--- src/rtl/sptsp_pkg.sv ---
// package: constants and carrier types for the supervisor timing and serial slave block
package sptsp_pkg;
	// ****************************************
	// clock and times
	// ****************************************
	localparam int unsigned CLK_HZ         = 200_000_000;
	localparam int unsigned CLK_PERIOD_PS  = 5_000;
	localparam int unsigned WD_TIMEOUT_MS  = 50;
	localparam int unsigned AUTORESTART_MS = 50;
	localparam int unsigned UV_FILTER_NS   = 32_000;
	localparam int unsigned DIN_STATUS_NS  = 12_800;
	localparam int unsigned WAKEUP_NS      = 190_000;
	localparam int unsigned OVT_FILTER_NS  = 1_200;
	localparam int unsigned OVP_SET_NS     = 32_000;
	localparam int unsigned OVP_CLR_MS     = 10;
	localparam int unsigned FBF_SET_NS     = 1_600;
	localparam int unsigned FAIL_HZ        = 26_500;
	localparam int unsigned FALLBACK_HZ    = 200_000;
	// derived cycle counts; least times rounded up
	localparam int unsigned WD_CYC       = WD_TIMEOUT_MS * (CLK_HZ / 1000);
	localparam int unsigned AR_CYC       = AUTORESTART_MS * (CLK_HZ / 1000);
	localparam int unsigned UV_CYC       = (UV_FILTER_NS * 1000 + CLK_PERIOD_PS - 1) / CLK_PERIOD_PS;
	localparam int unsigned DIN_CYC      = (DIN_STATUS_NS * 1000 + CLK_PERIOD_PS - 1) / CLK_PERIOD_PS;
	localparam int unsigned WAKE_CYC     = (WAKEUP_NS * 1000 + CLK_PERIOD_PS - 1) / CLK_PERIOD_PS;
	localparam int unsigned OVT_CYC      = (OVT_FILTER_NS * 1000 + CLK_PERIOD_PS - 1) / CLK_PERIOD_PS;
	localparam int unsigned OVP_SET_CYC  = (OVP_SET_NS * 1000 + CLK_PERIOD_PS - 1) / CLK_PERIOD_PS;
	localparam int unsigned OVP_CLR_CYC  = OVP_CLR_MS * (CLK_HZ / 1000);
	localparam int unsigned FBF_CYC      = (FBF_SET_NS * 1000 + CLK_PERIOD_PS - 1) / CLK_PERIOD_PS;
	localparam int unsigned FAIL_CYC     = CLK_HZ / FAIL_HZ;
	localparam int unsigned FB_HALF_CYC  = CLK_HZ / (2 * FALLBACK_HZ);
	localparam int unsigned CNT_W        = 24;
	localparam int unsigned SHIFT_W      = 8;

	// ****************************************
	// types
	// ****************************************
	typedef enum logic [1:0] {
		SPTSP_STANDBY = 2'b00,
		SPTSP_WAKING  = 2'b01,
		SPTSP_ACTIVE  = 2'b11,
		SPTSP_LIMP    = 2'b10
	} sptsp_mode_type;

	typedef struct packed {
		logic battery_uv;
		logic over_temp;
		logic boost_ov;
		logic boost_fb;
	} sptsp_fault_type;

	typedef struct packed {
		logic sdo;
		logic sdo_oe_n;
		logic rx_valid;
		logic [SHIFT_W-1:0] rx_data;
	} sptsp_ser_type;
endpackage

--- src/rtl/sptsp_filter.sv ---
// module: persistence filter with separate set and clear times
`timescale 1ns/10ps
`default_nettype none
module sptsp_filter
	import sptsp_pkg::*;
#(
	parameter int unsigned SET_CYC = 16,
	parameter int unsigned CLR_CYC = 1
) (
	input  wire logic clk,
	input  wire logic arst_n,
	input  wire logic cond,
	output logic      flag
);
	typedef struct packed {
		logic             flag;
		logic [CNT_W-1:0] cnt;
	} sptsp_flt_state_type;

	sptsp_flt_state_type state_ff;
	sptsp_flt_state_type nxt_state;

	always_comb begin
		nxt_state = state_ff;
		// count only while the input disagrees with the flag
		if (cond != state_ff.flag) begin
			if (state_ff.cnt + 1'b1 >= CNT_W'(cond ? SET_CYC : CLR_CYC)) begin
				nxt_state.flag = cond;
				nxt_state.cnt  = '0;
			end else begin
				nxt_state.cnt = state_ff.cnt + 1'b1;
			end
		end else begin
			nxt_state.cnt = '0;
		end
	end

	always_ff @(posedge clk or negedge arst_n) begin
		if (!arst_n) begin
			state_ff <= '0;
		end else begin
			state_ff <= nxt_state;
		end
	end

	assign flag = state_ff.flag;
endmodule
`default_nettype wire

--- src/rtl/sptsp_top.sv ---
// module: supervisor timers, fault filters, reference clock monitor and serial slave
`timescale 1ns/10ps
`default_nettype none
module sptsp_top
	import sptsp_pkg::*;
#(
	parameter int unsigned WD_CYCLES   = WD_CYC,
	parameter int unsigned AR_CYCLES   = AR_CYC,
	parameter int unsigned WAKE_CYCLES = WAKE_CYC,
	parameter int unsigned OVP_CLR_CYCLES = OVP_CLR_CYC,
	parameter int unsigned FAIL_CYCLES = FAIL_CYC
) (
	input  wire logic            clk,
	input  wire logic            arst_n,
	input  wire logic            wd_trigger,
	input  wire logic            battery_supply_uv,
	input  wire logic            over_temp_raw,
	input  wire logic            boost_ov_raw,
	input  wire logic            boost_fb_raw,
	input  wire logic            direct_in,
	input  wire logic            dimming_reference_clock,
	input  wire logic            csn,
	input  wire logic            sck,
	input  wire logic            sdi,
	input  wire logic [SHIFT_W-1:0] tx_data,
	output sptsp_mode_type       mode,
	output logic                 restart_pulse,
	output logic                 direct_in_status,
	output sptsp_fault_type      faults,
	output logic                 ref_clk_failed,
	output logic                 dimming_clk,
	output sptsp_ser_type        ser
);
	// ****************************************
	// state
	// ****************************************
	typedef struct packed {
		logic [2:0]         csn_s;
		logic [2:0]         sck_s;
		logic [2:0]         sdi_s;
		logic [2:0]         din_s;
		logic [2:0]         ref_s;
		sptsp_mode_type     mode;
		logic [CNT_W-1:0]   tmr;
		logic [CNT_W-1:0]   din_cnt;
		logic               din_stat;
		logic [CNT_W-1:0]   ref_cnt;
		logic               ref_fail;
		logic [CNT_W-1:0]   fb_cnt;
		logic               fb_clk;
		logic               restart;
		logic [SHIFT_W-1:0] rx_sh;
		logic [SHIFT_W-1:0] tx_sh;
		logic [3:0]         bits;
		logic               rx_valid;
		logic [SHIFT_W-1:0] rx_data;
		logic               sdo;
		logic               oe_n;
	} sptsp_state_type;

	sptsp_state_type state_ff;
	sptsp_state_type nxt_state;

	// stable levels: second and third stage agree
	logic csn_lo, sck_rise, sck_fall, ref_rise, din_now, csn_rise, csn_fall, wake_req;
	assign csn_lo   = ~state_ff.csn_s[1] & ~state_ff.csn_s[2];
	assign csn_fall = ~state_ff.csn_s[1] & state_ff.csn_s[2];
	assign csn_rise = state_ff.csn_s[1] & ~state_ff.csn_s[2];
	assign sck_rise = state_ff.sck_s[1] & ~state_ff.sck_s[2];
	assign sck_fall = ~state_ff.sck_s[1] & state_ff.sck_s[2];
	assign ref_rise = state_ff.ref_s[1] & ~state_ff.ref_s[2];
	assign din_now  = state_ff.din_s[2];
	assign wake_req = csn_lo | (state_ff.din_s[1] & state_ff.din_s[2]);

	always_comb begin
		nxt_state = state_ff;
		nxt_state.csn_s = {state_ff.csn_s[1:0], csn};
		nxt_state.sck_s = {state_ff.sck_s[1:0], sck};
		nxt_state.sdi_s = {state_ff.sdi_s[1:0], sdi};
		nxt_state.din_s = {state_ff.din_s[1:0], direct_in};
		nxt_state.ref_s = {state_ff.ref_s[1:0], dimming_reference_clock};
		nxt_state.restart  = 1'b0;
		nxt_state.rx_valid = 1'b0;

		// ****************************************
		// mode sequencer
		// ****************************************
		unique case (state_ff.mode)
			SPTSP_STANDBY: begin
				nxt_state.tmr = '0;
				if (wake_req) begin
					nxt_state.mode = SPTSP_WAKING;
				end
			end
			SPTSP_WAKING: begin
				if (!wake_req) begin
					nxt_state.mode = SPTSP_STANDBY;
					nxt_state.tmr  = '0;
				end else if (state_ff.tmr + 1'b1 >= CNT_W'(WAKE_CYCLES)) begin
					nxt_state.mode = SPTSP_ACTIVE;
					nxt_state.tmr  = '0;
				end else begin
					nxt_state.tmr = state_ff.tmr + 1'b1;
				end
			end
			SPTSP_ACTIVE: begin
				if (wd_trigger) begin
					nxt_state.tmr = '0;
				end else if (state_ff.tmr + 1'b1 >= CNT_W'(WD_CYCLES)) begin
					nxt_state.mode = SPTSP_LIMP;
					nxt_state.tmr  = '0;
				end else begin
					nxt_state.tmr = state_ff.tmr + 1'b1;
				end
			end
			SPTSP_LIMP: begin
				// trigger leaves limp home; otherwise retry periodically
				if (wd_trigger) begin
					nxt_state.mode = SPTSP_ACTIVE;
					nxt_state.tmr  = '0;
				end else if (state_ff.tmr + 1'b1 >= CNT_W'(AR_CYCLES)) begin
					nxt_state.restart = 1'b1;
					nxt_state.tmr     = '0;
				end else begin
					nxt_state.tmr = state_ff.tmr + 1'b1;
				end
			end
		endcase

		// ****************************************
		// direct input status delay
		// ****************************************
		// a level still settling in the synchroniser restarts the count
		if ((din_now == state_ff.din_stat) || (state_ff.din_s[1] != state_ff.din_s[2])) begin
			nxt_state.din_cnt = '0;
		end else if (state_ff.din_cnt + 1'b1 >= CNT_W'(DIN_CYC)) begin
			nxt_state.din_stat = din_now;
			nxt_state.din_cnt  = '0;
		end else begin
			nxt_state.din_cnt = state_ff.din_cnt + 1'b1;
		end

		// ****************************************
		// reference clock monitor and fallback
		// ****************************************
		if (ref_rise) begin
			nxt_state.ref_cnt  = '0;
			nxt_state.ref_fail = 1'b0;
		end else if (state_ff.ref_cnt + 1'b1 >= CNT_W'(FAIL_CYCLES)) begin
			nxt_state.ref_fail = 1'b1;
		end else begin
			nxt_state.ref_cnt = state_ff.ref_cnt + 1'b1;
		end
		if (state_ff.fb_cnt + 1'b1 >= CNT_W'(FB_HALF_CYC)) begin
			nxt_state.fb_cnt = '0;
			nxt_state.fb_clk = ~state_ff.fb_clk;
		end else begin
			nxt_state.fb_cnt = state_ff.fb_cnt + 1'b1;
		end

		// ****************************************
		// serial slave (mode 0 style, msb first)
		// ****************************************
		// host period of 250 ns gives 50 cycles; filter delay is 15 ns
		if (csn_fall) begin
			nxt_state.oe_n  = 1'b0;
			nxt_state.sdo   = tx_data[SHIFT_W-1];
			nxt_state.tx_sh = tx_data;
			nxt_state.bits  = '0;
		end else if (csn_rise) begin
			nxt_state.oe_n = 1'b1;
		end else if (csn_lo) begin
			if (sck_rise) begin
				nxt_state.rx_sh = {state_ff.rx_sh[SHIFT_W-2:0], state_ff.sdi_s[2]};
				if (state_ff.bits == 4'(SHIFT_W - 1)) begin
					nxt_state.bits     = '0;
					nxt_state.rx_valid = 1'b1;
					nxt_state.rx_data  = {state_ff.rx_sh[SHIFT_W-2:0], state_ff.sdi_s[2]};
				end else begin
					nxt_state.bits = state_ff.bits + 1'b1;
				end
			end
			if (sck_fall) begin
				nxt_state.tx_sh = {state_ff.tx_sh[SHIFT_W-2:0], 1'b0};
				nxt_state.sdo   = state_ff.tx_sh[SHIFT_W-2];
			end
		end
	end

	always_ff @(posedge clk or negedge arst_n) begin
		if (!arst_n) begin
			state_ff <= '{csn_s: 3'h7, oe_n: 1'b1, mode: SPTSP_STANDBY, default: '0};
		end else begin
			state_ff <= nxt_state;
		end
	end

	// ****************************************
	// fault filters
	// ****************************************
	sptsp_filter #(.SET_CYC(UV_CYC), .CLR_CYC(1)) u_uv (
		.clk(clk), .arst_n(arst_n), .cond(battery_supply_uv), .flag(faults.battery_uv));
	sptsp_filter #(.SET_CYC(OVT_CYC), .CLR_CYC(1)) u_ovt (
		.clk(clk), .arst_n(arst_n), .cond(over_temp_raw), .flag(faults.over_temp));
	sptsp_filter #(.SET_CYC(OVP_SET_CYC), .CLR_CYC(OVP_CLR_CYCLES)) u_ovp (
		.clk(clk), .arst_n(arst_n), .cond(boost_ov_raw), .flag(faults.boost_ov));
	sptsp_filter #(.SET_CYC(FBF_CYC), .CLR_CYC(1)) u_fbf (
		.clk(clk), .arst_n(arst_n), .cond(boost_fb_raw), .flag(faults.boost_fb));

	assign mode             = state_ff.mode;
	assign restart_pulse    = state_ff.restart;
	assign direct_in_status = state_ff.din_stat;
	assign ref_clk_failed   = state_ff.ref_fail;
	// the host reference passes on through the three-stage synchroniser while it is healthy
	assign dimming_clk      = state_ff.ref_fail ? state_ff.fb_clk : state_ff.ref_s[2];
	assign ser.sdo          = state_ff.sdo;
	assign ser.sdo_oe_n     = state_ff.oe_n;
	assign ser.rx_valid     = state_ff.rx_valid;
	assign ser.rx_data      = state_ff.rx_data;
endmodule
`default_nettype wire

--- config.mk ---
export PLATFORM = sky130hd
export DESIGN_NAME = sptsp_top
export DESIGN_NICKNAME = d
export VERILOG_FILES = /design/src/rtl/sptsp_pkg.sv /design/src/rtl/sptsp_filter.sv /design/src/rtl/sptsp_top.sv
export SDC_FILE = /design/constraint.sdc
export NUM_CORES = 1
export LEC_CHECK = 0
export BUFFER_PORTS_ARGS = -buffer_cell sky130_fd_sc_hd__buf_2
export CAP_MARGIN = 20
export CORE_MARGIN = 3
export CORE_UTILIZATION = 50
export CTS_BUF_LIST = sky130_fd_sc_hd__clkbuf_8
export DETAILED_ROUTE_END_ITERATION = 10
export PLACE_DENSITY = 0.69
export SLEW_MARGIN = 20
export SYNTH_ARGS = -nofsm -noshare
export SYNTH_HDL_FRONTEND = slang
export SYNTH_SLANG_ARGS = --single-unit
--- constraint.sdc ---
create_clock -name clk -period 3.3 [get_ports clk]
set_clock_uncertainty 0.1 [all_clocks]
set_input_delay 0.99 -clock clk [delete_from_list [all_inputs] [get_ports clk]]
set_output_delay 0.99 -clock clk [all_outputs]
set_load 0.01 [all_outputs]
==> out/metrics.cfg, run 1 <==
[global_route]
antenna_found_initial = 0
grt_max_degree = 79
grt_overflow = 0
first_global_vias = 9486
grt_pass1_wl_um = 43300
grtUsageTotal_pct = 17.8

[die]
initial_core_util_pct = 51.0
core_region_area_um2 = 25300
die_x_um = 167
io_pins = 41
die_area_um2 = 27800
die_h_um = 167
rows = 58

[worst_setup_path]
worst-path-buf-inv = 2
worstSetupEndpointType = register
crit_required_ps = 3650
path_max_fanout = 5
worstPathArrival_ps = 3830
cpMaxStageDelayCell = or4b_4
path_cells = nand4_1 > nor4_4 > or4b_4 > xnor2_2 > ha_1 > a211o_1 > o311a_1 > a311oi_2 > nand4_1 > buf_4 > buf_4 > nor2b_1
crit_family = simple AND/OR/NAND/NOR gates
critPathKind = reg2reg
startpoint_type = register
cpPeakStageDelay_ps = 520

[sta]
fin_crit_ps = 3470
setup_viol = 22
slew_viol_final = 0
rsz0062_at_grt = yes
final-hold-violation-count = 0
fin_ws_ps = -174
clock.fmax_mhz = 288
worst-slew-pin-transition_ps = 828
slew_headroom_pct = 44.7
holdWs_ps = 256
fin_crit_sh_pct = 105

[power_and_ir_drop]
ir_worst_vdd_mv = 0.384
power_per_cell_area_nw_per_um2 = 439
power.total_uw = 6650
power_leakage_uw = 0.00669

[detailed_routing]
viasPerCell = 5.35
drt_first_pass_iters = 6
remaining_drc_errors = 0
first_iter_violations = 496
vias = 9671
wl_per_cell_um = 13.5
wl_um = 24400
ant_nets = 0

[cells_and_area]
final_area_um2 = 15100
n_antenna_cell = 0
drive_gt1_share_pct = 18.6
nets = 1505
seqCellArea_um2 = 6160
area_delta_synth_final_pct = 17.2
multiInputGateArea_um2 = 6690
utilization_pct = 59.8
fin_cells = 1806
fill_cells = 2140

[worst_hold_path]
min_path_type = reg2reg

[synth]
yosysTopAreaCell = dfrtp_1
netlist_area_um2 = 12900
ys_ff_latch = 246
yosys-top-cells-area = dfrtp_1, xnor2_1, ha_1
ys_types = 82
syn_inst = 1280
synthArstFlopShare_pct = 100
ys.flop_type = dfrtp_1
avgSynthCellArea_um2 = 10.1
yosysSeqAreaShare_pct = 47.7
yosysWarnings = 0
synth_commonest_cells = dfrtp_1, nor2_1, nand2_1
synth_top_area_share_pct = 46.9
yosysMostFrequentCell = dfrtp_1
synth_edf_count = 0

[placement]
place_inst = 1727
placed_area_um2 = 14100
gp_congestion = 0.858
io_buffers = 40
hpwl_um = 17000

[run_status]
violations = negative setup slack
status = complete, but fails checks

[clock_network]
cts_tree = yes
htree_levels = 2
clockRootBuffer = clkbuf_8
cts_made_buffers = 41
path_clk_slew_ps = 60
clock-sinks = 246
clockBufferDepth = 3
clock_latency_ps = 540
hold_buffers = 0

[flow_run]
cap_violations = 0

[final timing paths]
kind / depth (start not counted) / start / slack, ps / endpoint
max in group asynchronous: 2 / arst_n / 1960 / u_uv.state_ff[14]
max reg2reg: 12 / u_ovp.state_ff[2] / -170 / u_ovp.state_ff[18]
min reg2reg: 0 / nxt_state[143] / 260 / nxt_state[144]
min in group asynchronous: 1 / arst_n / 330 / u_ovt.state_ff[4]
max: 12 / u_ovp.state_ff[2] / -170 / u_ovp.state_ff[18]
min: 0 / nxt_state[143] / 260 / nxt_state[144]
[per-layer routing]
metal	wire length [um]	global-route usage [%]
met5	0	0
met4	401	4.70
met3	947	3.75
met2	11300	28.9
met1	11700	24.7
[cell families (layout without fill, tap and decap cells)]
family / count (synthesis) / count (layout) / synth area share, %
fa+ha+maj: 39 / 39 / 3.78
buf+inv: 99 / 224 / 3.66
xor+xnor: 107 / 107 / 7.25
flops: 246 / 246 / 47.7
other cells: 1 / 72 / 0.0290
simple gates: 556 / 556 / 23.3
mux: 50 / 50 / 4.12
compound gates: 182 / 182 / 10.2
[cell type report]
class | instances | area share (%)
Clock buffer | 55 | 5.00
Sequential cell | 246 | 40.7
Clock inverter | 18 | 1.24
Inverter | 43 | 1.07
Tap cell | 330 | 2.73
Timing Repair Buffer | 108 | 5.14
Multi-Input combinational cell | 1006 | 44.2
[power breakdown]
| group | internal, uW | leakage (uW) | switching [uW] |
|---|---|---|---|
| clock network | 1800 | 0.000508 | 1200 |
| registers | 3140 | 0.00317 | 111 |
| logic | 168 | 0.00301 | 226 |
| total | 5110 | 0.00669 | 1540 |
[timing repair]
action / CTS / global route
gates cloned: 1 / 0
pin swaps: 6 / 5
resized for setup: 7 / 19
endpoints found under the setup margin: 22 / 36
buffers inserted: 1 / 4
[placed cells by master (no fill, tap or decap), types with 45 or more instances in the layout]
cell | Yosys | routed
buf_4 | 19 | 62
clkbuf_8 | 0 | 55
conb_1 | 1 | 72
dfrtp_1 | 242 | 241
inv_1 | 43 | 49
nand2_1 | 91 | 90
nand3_1 | 62 | 59
nand4_1 | 60 | 60
nor2_1 | 120 | 115
xnor2_1 | 61 | 60
xor2_1 | 46 | 45
[stage by stage]
step	worst slack, ps	TNS, ps
global placement	-117	-2130
finish	-174	-3380
CTS	-155	-3010
floorplan	-151	-1500
global route	-391	-7730
detailed placement	-237	-4160
[state kept, by name (all words and copies together), names as in the netlist, 2 cells and up]
register / count
state_ff: 119
u_fbf.state_ff: 24
u_ovp.state_ff: 24
u_ovt.state_ff: 24
u_uv.state_ff: 24
ser: 11
nxt_state: 10
mode: 2
Note: power is estimated with default switching activity, not from simulation.
==> run 2: changes to the inputs <==
--- a/config.mk
+++ b/config.mk
@@ -5,13 +5,12 @@
 export SDC_FILE = /design/constraint.sdc
 export NUM_CORES = 1
 export LEC_CHECK = 0
-export BUFFER_PORTS_ARGS = -buffer_cell sky130_fd_sc_hd__buf_2
 export CAP_MARGIN = 20
 export CORE_MARGIN = 3
 export CORE_UTILIZATION = 50
 export CTS_BUF_LIST = sky130_fd_sc_hd__clkbuf_8
 export DETAILED_ROUTE_END_ITERATION = 10
-export PLACE_DENSITY = 0.69
+export DONT_BUFFER_PORTS = 1
 export SLEW_MARGIN = 20
 export SYNTH_ARGS = -nofsm -noshare
 export SYNTH_HDL_FRONTEND = slang
==> constraint.sdc (replaced) <==
create_clock -name clk -period 3.45 [get_ports clk]
set_clock_uncertainty 0.1 [all_clocks]
set_input_delay 1.035 -clock clk [delete_from_list [all_inputs] [get_ports clk]]
set_output_delay 1.035 -clock clk [all_outputs]
set_load 0.01 [all_outputs]
==> run 2 against run 1 <==
The flow still finishes with violations (negative setup slack). Sequential share of layout area up 1.4 points. Clock power decreased by 10%. Total power fell by 8.2%. Critical path depth increased by 2. Global-route usage fell by 0.079 points. Worst setup slack improved by 130 ps. First-iteration DRC count grew 12%. Combinational power down 29%.
==> out/metrics.cfg, run 2 (synthesis gave the netlist of run 1 again) <==
[worst_setup_path]
cpPeakStageDelay_ps = 420  ; -100 ps
critPathKind = reg2reg
path_max_fanout = 5  ; unchanged
reg2reg_to = u_ovp.state_ff[16]
startpoint_type = register
cpMaxStageDelayCell = or4_4
worstSetupEndpointType = register
path_cells = and4_1 > nand2_2 > or4_4 > nor3_2 > xor2_1 > ha_1 > a21o_1 > a211o_1 > o311a_1 > a311oi_2 > nand4_1 > buf_4 > buf_6 > o21ba_4
crit_required_ps = 3820  ; +170 ps
r2r_start = u_ovp.state_ff[4]
r2r_setup_slack_ps = -40  ; +130 ps
r2r_cells = 14  ; +2
cp-endpoint = u_ovp.state_ff[16]
worstPathArrival_ps = 3870  ; +40 ps
crit_path_start = u_ovp.state_ff[4]

[cells_and_area]
multiInputGateArea_um2 = 6640  ; -0.71%
drive_gt1_share_pct = 14.3  ; -4.2 points
top_register = state_ff
final_common_cell = dfrtp_1
final_cell_mix = dfrtp_1, nor2_1, nand2_1, conb_1
area_delta_synth_final_pct = 13.4
largest_reg_flops = 119  ; unchanged
fill_cells = 2240  ; +4.7%
nets = 1450  ; -3.7%
n_antenna_cell = 0  ; unchanged
final_area_um2 = 14600  ; -3.3%
seqCellArea_um2 = 6160  ; unchanged

[global_route]
grt_overflow = 0  ; unchanged
grtUsageTotal_pct = 17.8  ; -0.079 points
antenna_found_initial = 0  ; unchanged
first_global_vias = 9108  ; -4.0%
grt_max_degree = 247  ; +210%
grt_pass1_wl_um = 42900  ; -0.99%

[power_and_ir_drop]
clockPowerShare_pct = 44.4  ; -0.8 points
ir_worst_vdd_mv = 0.344  ; -10%
internal_power_uw = 4680  ; -8.5%
switching_share_pct = 23.4  ; +0.21 points
power_per_cell_area_nw_per_um2 = 417  ; -5.1%
power_leakage_uw = 0.00640  ; -4.3%
combinationalPowerShare_pct = 4.6  ; -1.3 points
power_switching_uw = 1430  ; -7.4%
power_frac_seq_pct = 51.1  ; +2.2 points

[detailed_routing]
first_iter_violations = 556  ; +12%
ant_nets = 0  ; unchanged
wl_per_cell_um = 14.0  ; +3.8%
viasPerCell = 5.32  ; -0.59%
drt_first_pass_iters = 5  ; -1
remaining_drc_errors = 0  ; unchanged
vias = 9332  ; -3.5%
wl_um = 24600  ; +0.75%

[clock_network]
path_clk_slew_ps = 60  ; about the same
clock_latency_ps = 530  ; about the same
htree_levels = 2  ; unchanged
clockRootBuffer = clkbuf_8
cts_tree = yes
clock-sinks = 246  ; unchanged
clockBufferDepth = 3  ; unchanged
cts_made_buffers = 44  ; +7.3%

[sta]
slew_headroom_pct = 40.1  ; -4.6 points
fin_crit_sh_pct = 101  ; -4.0 points
clock.fmax_mhz = 286  ; -0.54%
final-hold-violation-count = 0  ; unchanged
fin_crit_ps = 3490  ; +18.8 ps
rsz0062_at_grt = yes
fin_ws_ps = -43.1  ; +131 ps
slew_viol_final = 0  ; unchanged
setup_viol = 4  ; -82%
worst-slew-pin-transition_ps = 896  ; +68.7 ps
holdWs_ps = 92.1  ; -164 ps

[die]
io_pins = 41  ; unchanged
initial_core_util_pct = 51.0  ; unchanged
core_region_area_um2 = 25300  ; unchanged
die_area_um2 = 27800  ; unchanged
die_h_um = 167  ; unchanged
die_x_um = 167  ; unchanged
rows = 58  ; unchanged

[flow_run]
cap_violations = 0  ; unchanged

[run_status]
status = complete, but fails checks
violations = negative setup slack

[placement]
gp_congestion = 0.827  ; -3.7%
io_buffers = 0  ; -100%
placed_area_um2 = 13600  ; -3.0%
hpwl_um = 16500  ; -2.9%

[worst_hold_path]
min_path_type = in2async

## run 2: critical path: cells and delay by family (launching register included)
family / cells / cell delay (ps)
AOI/OAI and AO/OA: 5 / 1190
and+or+nand+nor: 5 / 1000
DFF: 1 / 380
buffers and inverters: 2 / 300
adders and majority gates: 1 / 280
xor gates and xnor gates: 1 / 200
## run 2: timing repair
action / CTS / global route
endpoints found under the setup margin: 19 / 36
pin swaps: 6 / 5
buffers inserted: 6 / 1
hold endpoints to repair: 0 / 0
cloned: 2 / 0
resized for setup: 6 / 6
hold buffers: 0 / 0
## run 2: metal layers
metal	share of wire (%)	track usage (%)
met5	0	0
met4	1.9	5.02
met3	3.7	3.51
met2	46	28.7
met1	49	24.6
## run 2: stage by stage
step | utilization (%) | cells | TNS, ps | power, uW | worst slack, ps
5_1_grt | 57.8 | 1753 | -3620 | 6430 | -214
4_1_cts | 57.7 | 1752 | 0 | 6230 | 2.29
2_1_floorplan | - | 1351 | -3.95 | 3380 | -3.95
3_5_place_dp | 53.9 | 1666 | -324 | 3440 | -93.6
6_report | 57.8 | 1753 | -53.3 | 6110 | -43.1
3_3_place_gp | 53.9 | 1666 | -33.8 | 3430 | -33.8
## run 2: power by group through the flow
stage	clock network (uW)	registers (uW)	logic (uW)
after floorplan	0	3130	252
after global placement	0	3160	270
after detailed placement	0	3170	276
after CTS	2830	3120	280
after global routing	2970	3140	326
final	2710	3120	280
## run 2: how the worst min path moves through the flow
stage                         from                 to  slack [ps]
finish                      arst_n  u_fbf.state_ff[1]          90
global route                arst_n  u_fbf.state_ff[1]          50
CTS                         arst_n  u_fbf.state_ff[1]          50
detailed placement  nxt_state[141]      state_ff[141]         240
global placement    nxt_state[141]      state_ff[141]         230
floorplan           nxt_state[134]     nxt_state[135]         230
## run 2: layout make-up
type                    count  area share (%)
clock buffers              53            4.98
flip-flops and latches    246            42.1
well taps                 330            2.82
clock inverters            25            1.11
inverters                  43            1.10
multi-input cells        1006            45.3
repair buffers             50            2.58
